`src/verilog/tsq_regs.svh`:
```
`ifndef TSQ_REGS_SVH
`define TSQ_REGS_SVH

// ----------------------------------------
// register byte addresses (word aligned)
// ----------------------------------------
`define TSQ_ADDR_CTRL 8'h00
`define TSQ_ADDR_CMD 8'h04
`define TSQ_ADDR_DELAY 8'h08
`define TSQ_ADDR_OPCOND 8'h0C
`define TSQ_ADDR_IRQ_STAT 8'h10
`define TSQ_ADDR_IRQ_MASK 8'h14
`define TSQ_ADDR_STATE 8'h18

// ----------------------------------------
// control register fields
// ----------------------------------------
`define TSQ_CTRL_CONT_BIT 0
`define TSQ_CTRL_SRC_LSB 4
`define TSQ_CTRL_SRC_MSB 5

// ----------------------------------------
// command register bits (write one to issue)
// ----------------------------------------
`define TSQ_CMD_ARM_BIT 0
`define TSQ_CMD_ABORT_BIT 1
`define TSQ_CMD_RST_BIT 2
`define TSQ_CMD_BUS_TRIG_BIT 3
`define TSQ_CMD_BYPASS_BIT 4

// ----------------------------------------
// operation condition bits
// ----------------------------------------
`define TSQ_OPC_MEAS_BIT 4
`define TSQ_OPC_WAIT_BIT 5

// ----------------------------------------
// interrupt status bits
// ----------------------------------------
`define TSQ_IRQ_TRIG_BIT 0
`define TSQ_IRQ_START_BIT 1
`define TSQ_IRQ_DONE_BIT 2
`define TSQ_IRQ_IDLE_BIT 3

// ----------------------------------------
// reset values
// ----------------------------------------
`define TSQ_RST_DELAY 32'h0000_0000
`define TSQ_RST_SRC 2'h0
`define TSQ_RST_MASK 4'h0

`endif

```
`src/verilog/tsq_pkg.sv`:
```
package tsq_pkg;

  // trigger source select
  typedef enum logic [1:0] {
    TSQ_SRC_BUS = 2'h0,
    TSQ_SRC_INT = 2'h1,
    TSQ_SRC_EXT = 2'h2
  } tsq_src_t;

  // sequencer states, gray coded along idle-init-detect-delay-seq
  typedef enum logic [2:0] {
    TSQ_IDLE = 3'b000,
    TSQ_INIT = 3'b001,
    TSQ_DETECT = 3'b011,
    TSQ_DELAY = 3'b010,
    TSQ_SEQ = 3'b110
  } tsq_state_t;

endpackage : tsq_pkg

```
`src/verilog/tsq_ext_sync.sv`:
```
`timescale 1ns/1ps
// ----------------------------------------
// external trigger synchroniser and edge detector
// ----------------------------------------
module tsq_ext_sync (
  input wire logic clk_i,
  input wire logic rst_i,
  input wire logic ext_trig_i,
  output logic rise_o
);

  typedef struct packed {
    logic meta;
    logic sync;
    logic last;
  } tsq_sync_st_t;

  tsq_sync_st_t s_ff;
  tsq_sync_st_t nxt_s;

  // first stage only feeds the second; edge taken from later stages
  always_comb begin
    nxt_s = s_ff;
    nxt_s.meta = ext_trig_i;
    nxt_s.sync = s_ff.meta;
    nxt_s.last = s_ff.sync;
  end

  always_ff @(posedge clk_i) begin
    if (rst_i) begin
      s_ff <= '0;
    end else begin
      s_ff <= nxt_s;
    end
  end

  assign rise_o = s_ff.sync & ~s_ff.last;

endmodule : tsq_ext_sync

```
`src/verilog/tsq_top.sv`:
```
`timescale 1ns/1ps
`include "tsq_regs.svh"
module tsq_top import tsq_pkg::*; #(
  parameter int DELAY_W = 32
) (
  input wire logic clk_i,
  input wire logic rst_i,
  input wire logic [7:0] avs_address_i,
  input wire logic avs_read_i,
  input wire logic avs_write_i,
  input wire logic [31:0] avs_writedata_i,
  input wire logic [3:0] avs_byteenable_i,
  output logic [31:0] avs_readdata_o,
  output logic avs_waitrequest_o,
  input wire logic ext_trig_i,
  input wire logic int_trig_i,
  input wire logic meas_done_i,
  output logic meas_start_o,
  output logic [15:0] op_cond_o,
  output logic irq_o
);

  // ----------------------------------------
  // sequencer state and helpers
  // ----------------------------------------
  // every flip-flop of the block except the trigger synchroniser lives in this one struct; the condition word
  // and the read word are registered here too, so no output is combinational
  // except waitrequest, which must answer within the cycle, and irq, the masked OR of two registers
  typedef struct packed {
    tsq_state_t state;
    logic cont;
    logic [1:0] src;
    logic [DELAY_W-1:0] delay;
    logic [DELAY_W-1:0] dcnt;
    logic bypass_pend;
    logic start;
    logic ack;
    logic [31:0] rdata;
    logic [3:0] irq_stat;
    logic [3:0] irq_mask;
    logic [15:0] opc; // operation condition word
  } tsq_st_t;

  tsq_st_t s_ff;
  tsq_st_t nxt_s;
  logic ext_rise;
  logic wr_ok;
  logic rd_ok;
  logic [4:0] cmd;
  logic trig_evt;
  logic [3:0] irq_set;

  // ----------------------------------------
  // external trigger front end
  // ----------------------------------------
  tsq_ext_sync u_sync (
    .clk_i(clk_i),
    .rst_i(rst_i),
    .ext_trig_i(ext_trig_i),
    .rise_o(ext_rise)
  );

  // byte-lane merge, used for the delay register
  function automatic logic [31:0] merge_be(input logic [31:0] old_v, input logic [31:0] new_v,
                                           input logic [3:0] be);
    logic [31:0] r;
    r = old_v;
    for (int i = 0; i < 4; i++) begin
      if (be[i]) begin
        r[i*8 +: 8] = new_v[i*8 +: 8];
      end
    end
    return r;
  endfunction : merge_be

  // ----------------------------------------
  // bus handshake: one wait cycle, then acknowledge
  // ----------------------------------------
  // the wait cycle is used to capture the read word, so read data stands at
  // the edge where waitrequest is seen low; every access therefore costs two
  // cycles, traded for a registered read path
  assign avs_waitrequest_o = (avs_read_i | avs_write_i) & ~s_ff.ack;
  assign wr_ok = avs_write_i & s_ff.ack;
  assign rd_ok = avs_read_i & s_ff.ack;
  assign cmd = (wr_ok && avs_address_i == `TSQ_ADDR_CMD && avs_byteenable_i[0]) ?
               avs_writedata_i[4:0] : 5'h00;

  // selected trigger source; bus needs nothing more than the command
  always_comb begin
    case (tsq_src_t'(s_ff.src))
      TSQ_SRC_BUS: trig_evt = cmd[`TSQ_CMD_BUS_TRIG_BIT];
      TSQ_SRC_INT: trig_evt = int_trig_i;
      TSQ_SRC_EXT: trig_evt = ext_rise;
      default: trig_evt = 1'b0;
    endcase
  end

  // ----------------------------------------
  // operation condition decode
  // ----------------------------------------
  // condition bits depend on the state alone; they are registered together
  // with the state so the word changes in the same cycle as the sequencer
  function automatic logic [15:0] cond_of(input tsq_state_t st);
    logic [15:0] c;
    c = 16'h0000;
    c[`TSQ_OPC_WAIT_BIT] = (st == TSQ_DETECT);
    c[`TSQ_OPC_MEAS_BIT] = (st == TSQ_SEQ);
    return c;
  endfunction : cond_of

  // ----------------------------------------
  // read mux
  // ----------------------------------------
  // unmapped offsets read as zero; the state word is a debug view only
  function automatic logic [31:0] read_word(input tsq_st_t st, input logic [7:0] a);
    logic [31:0] w;
    w = 32'h0000_0000;
    case (a)
      `TSQ_ADDR_CTRL: w = {26'h0, st.src, 3'h0, st.cont};
      `TSQ_ADDR_DELAY: w = 32'(st.delay);
      `TSQ_ADDR_OPCOND: w = {16'h0, st.opc};
      `TSQ_ADDR_IRQ_STAT: w = {28'h0, st.irq_stat};
      `TSQ_ADDR_IRQ_MASK: w = {28'h0, st.irq_mask};
      `TSQ_ADDR_STATE: w = {28'h0, st.bypass_pend, st.state};
      default: w = 32'h0000_0000;
    endcase
    return w;
  endfunction : read_word

  // ----------------------------------------
  // next-state logic
  // ----------------------------------------
  always_comb begin
    nxt_s = s_ff;
    nxt_s.start = 1'b0;
    nxt_s.ack = (avs_read_i | avs_write_i) & ~s_ff.ack;
    irq_set = 4'h0;

    // register writes; a delay rewritten while counting only applies to the
    // next trigger, because the down-counter is loaded at detection
    if (wr_ok) begin
      case (avs_address_i)
        `TSQ_ADDR_CTRL: begin
          if (avs_byteenable_i[0]) begin
            nxt_s.cont = avs_writedata_i[`TSQ_CTRL_CONT_BIT];
            nxt_s.src = avs_writedata_i[`TSQ_CTRL_SRC_MSB:`TSQ_CTRL_SRC_LSB];
          end
        end
        `TSQ_ADDR_DELAY: nxt_s.delay = DELAY_W'(merge_be(32'(s_ff.delay), avs_writedata_i,
                                                         avs_byteenable_i));
        `TSQ_ADDR_IRQ_MASK: begin
          if (avs_byteenable_i[0]) begin
            nxt_s.irq_mask = avs_writedata_i[3:0];
          end
        end
        default: ;
      endcase
    end

    // bypass is latched and used once by the next detection pass
    if (cmd[`TSQ_CMD_BYPASS_BIT]) begin
      nxt_s.bypass_pend = 1'b1;
    end

    // sequencer: downward path idle, initiate, detection, delay, sequence;
    // the upward path from sequence goes straight back to detection or idle
    case (s_ff.state)
      TSQ_IDLE: begin
        if (cmd[`TSQ_CMD_ARM_BIT] || s_ff.cont) begin
          nxt_s.state = TSQ_INIT;
        end
      end
      TSQ_INIT: begin
        nxt_s.state = TSQ_DETECT;
      end
      TSQ_DETECT: begin
        if (s_ff.bypass_pend || cmd[`TSQ_CMD_BYPASS_BIT]) begin
          nxt_s.bypass_pend = 1'b0;
          nxt_s.state = TSQ_SEQ;
          nxt_s.start = 1'b1;
          irq_set[`TSQ_IRQ_START_BIT] = 1'b1;
        end else if (trig_evt) begin
          irq_set[`TSQ_IRQ_TRIG_BIT] = 1'b1;
          if (s_ff.delay == '0) begin
            nxt_s.state = TSQ_SEQ;
            nxt_s.start = 1'b1;
            irq_set[`TSQ_IRQ_START_BIT] = 1'b1;
          end else begin
            nxt_s.dcnt = s_ff.delay - DELAY_W'(1);
            nxt_s.state = TSQ_DELAY;
          end
        end
      end
      TSQ_DELAY: begin
        if (s_ff.dcnt == '0) begin
          nxt_s.state = TSQ_SEQ;
          nxt_s.start = 1'b1;
          irq_set[`TSQ_IRQ_START_BIT] = 1'b1;
        end else begin
          nxt_s.dcnt = s_ff.dcnt - DELAY_W'(1);
        end
      end
      TSQ_SEQ: begin
        // single upward condition: the cont flag decides between detection and idle
        if (meas_done_i) begin
          irq_set[`TSQ_IRQ_DONE_BIT] = 1'b1;
          if (s_ff.cont) begin
            nxt_s.state = TSQ_DETECT;
          end else begin
            nxt_s.state = TSQ_IDLE;
            irq_set[`TSQ_IRQ_IDLE_BIT] = 1'b1;
          end
        end
      end
      default: nxt_s.state = TSQ_IDLE;
    endcase

    // abort and reset override the state and the start pulse, even a start decided this cycle (its status bits are still set),
    // so a command that lands with a trigger never launches a measurement
    if (cmd[`TSQ_CMD_ABORT_BIT] || cmd[`TSQ_CMD_RST_BIT]) begin
      nxt_s.state = TSQ_IDLE;
      nxt_s.start = 1'b0;
      nxt_s.bypass_pend = 1'b0;
    end
    if (cmd[`TSQ_CMD_RST_BIT]) begin
      nxt_s.cont = 1'b0;
      nxt_s.delay = DELAY_W'(`TSQ_RST_DELAY);
    end

    // read word is captured in the wait cycle and stands while waitrequest
    // is low; a status read clears only the bits it reported, so an event
    // that arrives during the wait cycle is kept for the next read
    nxt_s.rdata = 32'h0000_0000;
    if (avs_read_i && !s_ff.ack) begin
      nxt_s.rdata = read_word(s_ff, avs_address_i);
    end
    if (rd_ok && avs_address_i == `TSQ_ADDR_IRQ_STAT) begin
      nxt_s.irq_stat = s_ff.irq_stat & ~s_ff.rdata[3:0];
    end
    nxt_s.irq_stat = nxt_s.irq_stat | irq_set; // set wins over clear

    // condition word follows the next state
    nxt_s.opc = cond_of(nxt_s.state);
  end

  // ----------------------------------------
  // state register
  // ----------------------------------------
  always_ff @(posedge clk_i) begin
    if (rst_i) begin
      s_ff <= '0;
      s_ff.state <= TSQ_IDLE;
      s_ff.src <= `TSQ_RST_SRC;
      s_ff.delay <= DELAY_W'(`TSQ_RST_DELAY);
      s_ff.irq_mask <= `TSQ_RST_MASK;
      s_ff.opc <= cond_of(TSQ_IDLE);
    end else begin
      s_ff <= nxt_s;
    end
  end

  // ----------------------------------------
  // outputs
  // ----------------------------------------
  // data outputs come straight from flip-flops
  assign avs_readdata_o = s_ff.rdata;
  assign meas_start_o = s_ff.start;
  assign op_cond_o = s_ff.opc;

  // level interrupt: high while any unmasked sticky status bit is set
  assign irq_o = |(s_ff.irq_stat & s_ff.irq_mask);

endmodule : tsq_top

```
`config.mk`:
```
export PLATFORM = sky130hd
export DESIGN_NAME = tsq_top
export DESIGN_NICKNAME = d
export VERILOG_FILES = /design/src/verilog/tsq_pkg.sv /design/src/verilog/tsq_ext_sync.sv /design/src/verilog/tsq_top.sv
export VERILOG_INCLUDE_DIRS = /design/src /design/src/verilog
export SDC_FILE = /design/constraint.sdc
export NUM_CORES = 1
export LEC_CHECK = 0
export ABC_AREA = 1
export BUFFER_PORTS_ARGS = -buffer_cell sky130_fd_sc_hd__buf_2
export CAP_MARGIN = 20
export CORE_MARGIN = 1
export CORE_UTILIZATION = 43
export DETAILED_ROUTE_END_ITERATION = 16
export PLACE_DENSITY = 0.66
export SYNTH_ARGS = -nofsm -noshare
export SYNTH_HDL_FRONTEND = slang
export SYNTH_SLANG_ARGS = --single-unit
```
`constraint.sdc`:
```
create_clock -name clk_i -period 1.9 [get_ports clk_i]
set_input_delay 0.285 -clock clk_i [delete_from_list [all_inputs] [get_ports clk_i]]
set_output_delay 0.285 -clock clk_i [all_outputs]
set_load 0.01 [all_outputs]
```
# == After elaboration in Yosys (flattened, before gate mapping) ==
# Cells that the tools add are included.
# word_totals
regBits,132
word_cells,110
input_bits,51
# op_classes
muxes,34
reduce_logical,25
add_sub_neg,2
n_eq_ne,18
bitwise,12
# ops
cell,n
one-hot mux 32 bit (6 select lines),1
2-to-1 mux 32 bit,4
zero test 32 bit,2
one-hot mux 32 bit (2 select lines),1
"subtractor 32 x 1 -> 32 bit, second input constant",2
"equality test 8 x 5 -> 1 bit, second input constant",3
2-to-1 mux 3 bit,7
AND reduction 3 bit,6
"equality test 8 x 4 -> 1 bit, second input constant",2
one-hot mux 3 bit (5 select lines),1
2-to-1 mux 1 bit,11
"equality test 3 x 2 -> 1 bit, second input constant",3
AND 4 bit,2
"equality test 8 x 3 -> 1 bit, second input constant",1
zero test 8 bit,1
2-to-1 mux 2 bit,4
"!= test 2 bit, second input constant",4
"equality test 3 bit, second input constant",2
OR reduction 2 bit,3
2-to-1 mux 5 bit,1
AND reduction 5 bit,1
AND 1 bit,4
logical AND 1 bit,4
2-to-1 mux 4 bit,1
other kinds (15),20

# == Depth between registers and ports, before layout ==
# Gate-level depths: netlist (run 1).
# depth
ltp_word,10
depth_mapped,15
ltp_nobuf,15

# == Cells and area by module ==
# Synthesis (run 1) repeated with hierarchy kept, for this count alone.
# unflattened
cells_unflattened,1086
hier_area_um2,6810.3
# modules_own_cells
module,cells_per_inst,seq_area_each_um2,area_each_um2,instances
tsq_top,1076,2302.2,6723.9,1
tsq_ext_sync,10,60.1,86.3,1

# == Worst setup path before layout (run 1) ==
# Ideal clock, no wire load.
# synth_timing
path_type,reg2reg
from,register s_ff[126] (netlist name)
to,register s_ff[75] (netlist name)
path_slack_ps,-23
t_arrival_ps,1806
t_required_ps,1783
path_buffers,1
path_stages_with_launch,14
path_cell_list,dfxtp_1 > inv_2 > nand3_2 > buf_4 > nand2_1 > o21ai_2 > ha_1 > inv_1 > nor2_2 > nand2_1 > o21ai_0 > nand2_1 > nor2_1 > nor2_1
# synth_via
elab_chain_cells,3
word_cells_on_any_way,9
# synth_lines
element,line,text
"start, declared",tsq_top.sv:44,tsq_st_t s_ff;
"start signal, assigned",tsq_top.sv:258,s_ff <= nxt_s;
equality test 3 x 2 -> 1 bit,tsq_top.sv:167,case (s_ff.state)
!= test 2 bit (no line) or nonzero test 2 bit (tied branches),n/a,
AND reduction 5 bit (no line),n/a,
# Several ways; a longest one is shown, not always the timed one.
# A chain may end at the register's enable or synchronous reset.

# == Worst setup path after layout (run 1) ==
# layout_timing
from,register s_ff[128] (netlist name)
to,register s_ff[67] (netlist name)
# The elaborated chain is that of the path after synthesis.

==> results of run 1 <==
-- metrics by stage --
stage | util [%] | setup TNS (ps) | instance area [µm²] | total power, µW
after global placement | 51.9 | -1040 | 7950 | 2770
after detailed placement | 51.9 | -1450 | 7950 | 2770
after global routing | 60.6 | -3650 | 9280 | 6170
final | 60.6 | -838 | 9280 | 6030
after CTS | 56.3 | -44.1 | 8620 | 6050
after floorplan | - | 0 | 6880 | 2670
-- power by group through the flow --
stage | clock [µW] | sequential, µW | combinational [µW]
finish | 3300 | 2480 | 249
global route | 3420 | 2480 | 272
CTS | 3330 | 2480 | 239
detailed placement | 0 | 2540 | 235
global placement | 0 | 2540 | 236
floorplan | 0 | 2540 | 131
-- timing repair --
action | 4_1_cts | 5_1_grt
endpoints found under the hold margin | 0 | 0
pin swaps | 3 | 13
setup buffers | 0 | 14
cloned | 0 | 6
resized for setup | 31 | 120
setup endpoints to repair | 23 | 32
-- metal layers --
metal,share of wire [%],routed length (µm),track usage [%]
met1,40,9120,31.9
met4,5.6,1290,15.6
met5,0,0,0
met3,7.4,1710,4.30
met2,47,10900,46.9
-- flip-flops by register name (all words and copies together), names as in the netlist --
name and cells:
s_ff 80, avs_readdata_o 32, op_cond_o 2, u_sync.nxt_s 2, meas_start_o 1, u_sync.s_ff 1
-- critical path, cell delays in order (launching register included) --
cell	delay, ps
dfxtp_4	350
inv_2	80
nand3_4	130
clkbuf_16	200
nand2_1	70
o21ai_2	100
ha_4	200
inv_2	80
nor2_4	50
nand2_2	110
buf_4	120
nor2_1	40
nor3_1	270
nor2_1	80
-- logic make-up (layout without fill, tap and decap cells) --
group / count (synthesis) / count (layout) / share of synthesized area, %
AND/OR/NAND/NOR: 596 / 596 / 37.0
AO/OA/AOI/OAI: 146 / 146 / 11.4
buffers and inverters: 234 / 396 / 16.3
adder cells (fa/ha/maj): 1 / 1 / 0.183
flip-flops: 118 / 118 / 34.6
XOR/XNOR: 3 / 3 / 0.385
other: 1 / 14 / 0.0550
-- placed cells by master, fill, tap and decap left out, types with 6 or more instances in the layout --
| cell type | n |
|---|---|
| nand4_1 | 7 |
| inv_2 | 9 |
| inv_1 | 142 |
| nand3_2 | 7 |
| a21oi_1 | 61 |
| nor3_1 | 42 |
| nor2_1 | 128 |
| nor2_2 | 22 |
| clkbuf_16 | 22 |
| nand2_1 | 217 |
| buf_2 | 87 |
| buf_4 | 112 |
| dfxtp_1 | 115 |
| nor2_4 | 28 |
| o21ai_0 | 61 |
| nand3_1 | 83 |
| nand2_4 | 12 |
| nand2_2 | 40 |
| o22ai_1 | 6 |
| buf_12 | 9 |
| conb_1 | 14 |
-- final cells by class --
type	count	area, µm²
clock buffer	20	467
clock inverter	9	128
fill	1406	6030
inverter	151	567
multi-input combinational	760	3870
sequential	118	2370
tap	211	264
timing repair buffer	216	1620
-- worst max-delay path by stage --
stage | to | slack (ps) | depth (start not counted)
finish | s_ff[67] | -110 | 13
detailed placement | s_ff[69] | -140 | 14
floorplan | s_ff[75] | 40 | 13
global route | s_ff[68] | -240 | 14
CTS | s_ff[80] | -20 | 15
global placement | s_ff[85] | -110 | 15
==> flow_summary.json, run 1 <==
{
  "status": "finished with violations",
  "failed_checks": "setup timing",
  "ir_drop_uv": 714,
  "grt_pass1_vias": 6972,
  "drc": 0,
  "worstHoldPathCells": 3,
  "cp-startpoint": "s_ff[128]",
  "drt_iter0_drc": 700,
  "leakagePower_uw": 0.00486,
  "ys_types": 36,
  "crit_arrival_ps": 2320,
  "synthTopCellsByCount": "nand2_1, nor2_1, inv_1",
  "grt_pass1_wl_mm": 34.2,
  "r2r_setup_slack_ps": -110,
  "p_comb_share_pct": 4.1,
  "sw_frac_of_total_pct": 21.9,
  "h-tree-depth": 4,
  "grt_remaining_overflow": 0,
  "io_pins": 102,
  "crit-reg2reg-launch": "s_ff[128]",
  "clk_pin_slew_ps": 50,
  "synth_edf_count": 0,
  "max_freq_mhz": 498,
  "dp_hpwl_mm": 16.3,
  "cts_buffers": 17,
  "timing.final.ws_setup_ps": -108,
  "rr_worst_depth": 13,
  "synth.area.top_cells": "dfxtp_1, nand2_1, nor2_1, inv_1, nand3_1",
  "die_w_um": 128,
  "first_pass_iters": 7,
  "syn_to_final_growth_pct": 36.1,
  "synth_seq_cells": 118,
  "finalCritPeriodShare_pct": 106,
  "clock_sinks": 118,
  "crit_type": "reg2reg",
  "antenna_cells": 0,
  "avgSynthCellArea_um2": 6.21,
  "worstPathRequired_ps": 2210,
  "ctsHoldBuffers": 0,
  "antenna_found_initial": 0,
  "grt.total_usage_pct": 27.2,
  "p_sw_uw": 1320,
  "timing.rr.end": "s_ff[67]",
  "post-route-min-period_ps": 2010,
  "portBuffers": 87,
  "wl_per_cell_um": 15.5,
  "yosys.area.top_type": "dfxtp_1",
  "start_kind": "register",
  "pre_cts_slack_ps": -136,
  "p_seq_share_pct": 41.2,
  "synth_warnings": 0,
  "fin_nets": 1316,
  "instances_no_fill": 1485,
  "tritoncts": "done",
  "cts_root_buffer": "clkbuf_16",
  "p_clk_share_pct": 54.7,
  "worstSkewPairLatency_ps": 430,
  "layout-drive-gt1-share_pct": 29.4,
  "async_flop_share_pct": 0,
  "powerDensity_nw_per_um2": 649,
  "synth_top_area_share_pct": 34.6,
  "crit_path_end_kind": "register",
  "start_util_pct": 44.5,
  "slew_violations": 0,
  "synthesis.area_um2": 6820,
  "synth.most_common_cell": "nand2_1",
  "core_um2": 15300,
  "fin_worst_skew_ps": 8.07,
  "avgViaCountPerCell": 5.20,
  "rsz0062_at_grt": "true",
  "drv_cap": 0,
  "hold_viol_final": 0,
  "cp_max_fo": 6,
  "hold_path.class": "in2reg",
  "synth_ff_type": "dfxtp_1",
  "hold_start": "ext_trig_i",
  "cts.path.max_buffers": 2,
  "dp.cells": 1436,
  "die_y_um": 128,
  "p_int_uw": 4700,
  "hold_end": "u_sync.nxt_s[1]",
  "die_area_um2": 16400,
  "grt_start_max_net_pins": 36,
  "ys_seq_area_share_pct": 34.6,
  "finalWeightedCongestion": 0.959,
  "setup_violations": 18,
  "timing.hold.ws_ps": 54.1,
  "dr_total_vias": 7721,
  "rows": 45,
  "netlist_instances": 1099,
  "antenna_left": 0,
  "wirelength_mm": 23.1
}
Power figures use the tool's default switching activity.
==> run 2: changes to the inputs <==
==> constraint.sdc (replaced) <==
create_clock -name clk_i -period 1.9 [get_ports clk_i]
set_input_delay 0.38 -clock clk_i [delete_from_list [all_inputs] [get_ports clk_i]]
set_output_delay 0.38 -clock clk_i [all_outputs]
set_load 0.01 [all_outputs]
==> flow_summary.json, run 2 (same netlist as run 1, synthesis figures left out) <==
{
  "first_pass_iters": 7,
  "die_area_um2": 16400,
  "crit_arrival_ps": 2390,
  "cts.path.max_buffers": 2,
  "r2r_setup_slack_ps": -180,
  "finalWeightedCongestion": 0.957,
  "layout-drive-gt1-share_pct": 31.2,
  "cpLargestDelayFamily": "simple AND/OR/NAND/NOR gates",
  "crit_type": "reg2reg",
  "cts_buffers": 17,
  "cts_root_buffer": "clkbuf_16",
  "layout_common_cells": "nand2_1, inv_1, nor2_1",
  "cp-endpoint": "s_ff[76]",
  "start_util_pct": 44.5,
  "cpMostUsedCell": "nand2_1",
  "crit_slowest_cell": "dfxtp_2",
  "drv_cap": 0,
  "wl_per_cell_um": 16.0,
  "clock_sinks": 118,
  "failed_checks": "setup timing",
  "grt_pass1_wl_mm": 35.5,
  "max_freq_mhz": 480,
  "io_pins": 102,
  "regMostFlops": "s_ff",
  "finalCritPeriodShare_pct": 110,
  "pre_cts_slack_ps": -219,
  "die_w_um": 128,
  "clk_pin_slew_ps": 60,
  "fin_worst_skew_ps": 3.83,
  "setup_violations": 29,
  "fin_nets": 1312,
  "crit_path_end_kind": "register",
  "layout_commonest_cell": "nand2_1",
  "post-route-min-period_ps": 2080,
  "worstPathRequired_ps": 2210,
  "status": "finished with violations",
  "antenna_left": 0,
  "h-tree-depth": 4,
  "critPathMaxStageDelay_ps": 370,
  "antenna_found_initial": 0,
  "dr_total_vias": 7749,
  "drc": 0,
  "fin_util_pct": 61.8,
  "wirelength_mm": 23.8,
  "core_um2": 15300,
  "powerDensity_nw_per_um2": 645,
  "cp-startpoint": "s_ff[128]",
  "grt.total_usage_pct": 28.1,
  "rsz0062_at_grt": "true",
  "placed_area_um2": 7910,
  "critPathBufInv": 4,
  "syn_to_final_growth_pct": 38.8,
  "start_kind": "register",
  "tritoncts": "done",
  "rows": 45,
  "timing.final.ws_setup_ps": -182,
  "die_y_um": 128,
  "fin_area_um2": 9470,
  "cp.depth": 16,
  "antenna_cells": 0,
  "ir_drop_uv": 594,
  "hold_viol_final": 0,
  "timing.hold.ws_ps": 170,
  "hold_path.class": "in2reg",
  "drt_iter0_drc": 600,
  "rr_worst_depth": 16,
  "portBuffers": 87,
  "cp_cell_sequence": "inv_2, nand2_2, nor2_4, buf_12, buf_4, nand2_1, nand2_1, nor2_2, nand2_1, nor2_1, buf_4, nand3_1, nand2_1, nand2_1, nor2_1, nor2_1",
  "largest_reg_flops": 80,
  "cp_max_fo": 4,
  "grt_pass1_vias": 7235,
  "worstSkewPairLatency_ps": 420,
  "ctsHoldBuffers": 0,
  "grt_remaining_overflow": 0,
  "slew_violations": 0,
  "leakagePower_uw": 0.00491,
  "timing.rr.end": "s_ff[76]",
  "grt_start_max_net_pins": 36,
  "crit-reg2reg-launch": "s_ff[128]",
  "avgViaCountPerCell": 5.23,
  "dp_hpwl_mm": 16.6
}
run 2: cell types whose count changed in the layout (fill, tap and decap cells not counted), moves of 4 or more:
cell | previous run | this run
buf_4 | 112 | 97
buf_6 | 3 | 9
nand2_1 | 217 | 207
nand2_2 | 40 | 48
nor2_1 | 128 | 124
o21ai_0 | 61 | 54
o21ai_2 | 3 | 9
run 2: worst reg2reg max path, stage by stage (launching register included):
cell and delay (ps):
dfxtp_2 370, inv_2 60, nand2_2 90, nor2_4 60, buf_12 120, buf_4 140, nand2_1 60, nand2_1 120
nor2_2 200, nand2_1 100, nor2_1 120, buf_4 180, nand3_1 110, nand2_1 70, nand2_1 40, nor2_1 80
nor2_1 40
run 2: where the power goes:
part	total, µW	switching [µW]	internal [µW]
Combinational	261	158	103
Clock	3370	1200	2170
Sequential	2480	2.41	2480
Total	6110	1360	4750
run 2: worst min-delay path by stage:
stage                         start               to  cells past startpoint
finish                   ext_trig_i  u_sync.nxt_s[1]                      3
global route             ext_trig_i  u_sync.nxt_s[1]                      3
CTS                      ext_trig_i  u_sync.nxt_s[1]                      3
detailed placement  u_sync.nxt_s[1]  u_sync.nxt_s[0]                      2
global placement    u_sync.nxt_s[1]  u_sync.nxt_s[0]                      2
floorplan           u_sync.nxt_s[1]  u_sync.nxt_s[0]                      2
run 2: final cells by class:
| class | instances | area (µm²) |
|---|---|---|
| clock buffers | 21 | 470 |
| clock inverters | 10 | 145 |
| inverters | 151 | 571 |
| repair buffers | 212 | 1670 |
| fillers | 1394 | 5850 |
| flip-flops and latches | 118 | 2370 |
| well taps | 211 | 264 |
| multi-input cells | 760 | 3980 |
run 2: routing by layer:
layer	track usage, %	up-vias	wire (µm)
li1	-	3732	-
met1	32.6	3538	9290
met2	48.1	382	11400
met3	5.09	97	1720
met4	16.9	0	1350
met5	0	-	0
run 2: per-stage QoR:
step	cells	power, µW	TNS (ps)
2_1_floorplan	1112	2670	0
3_3_place_gp	1429	2780	-2600
3_5_place_dp	1429	2780	-3650
4_1_cts	1462	6120	-173
5_1_grt	1483	6280	-6280
6_report	1483	6110	-3080
run 2: timing repair:
action,4_1_cts,5_1_grt
gates resized for setup,42,154
endpoints found under the setup margin,27,33
gates cloned,0,8
setup buffers,2,13
pin swaps,6,50
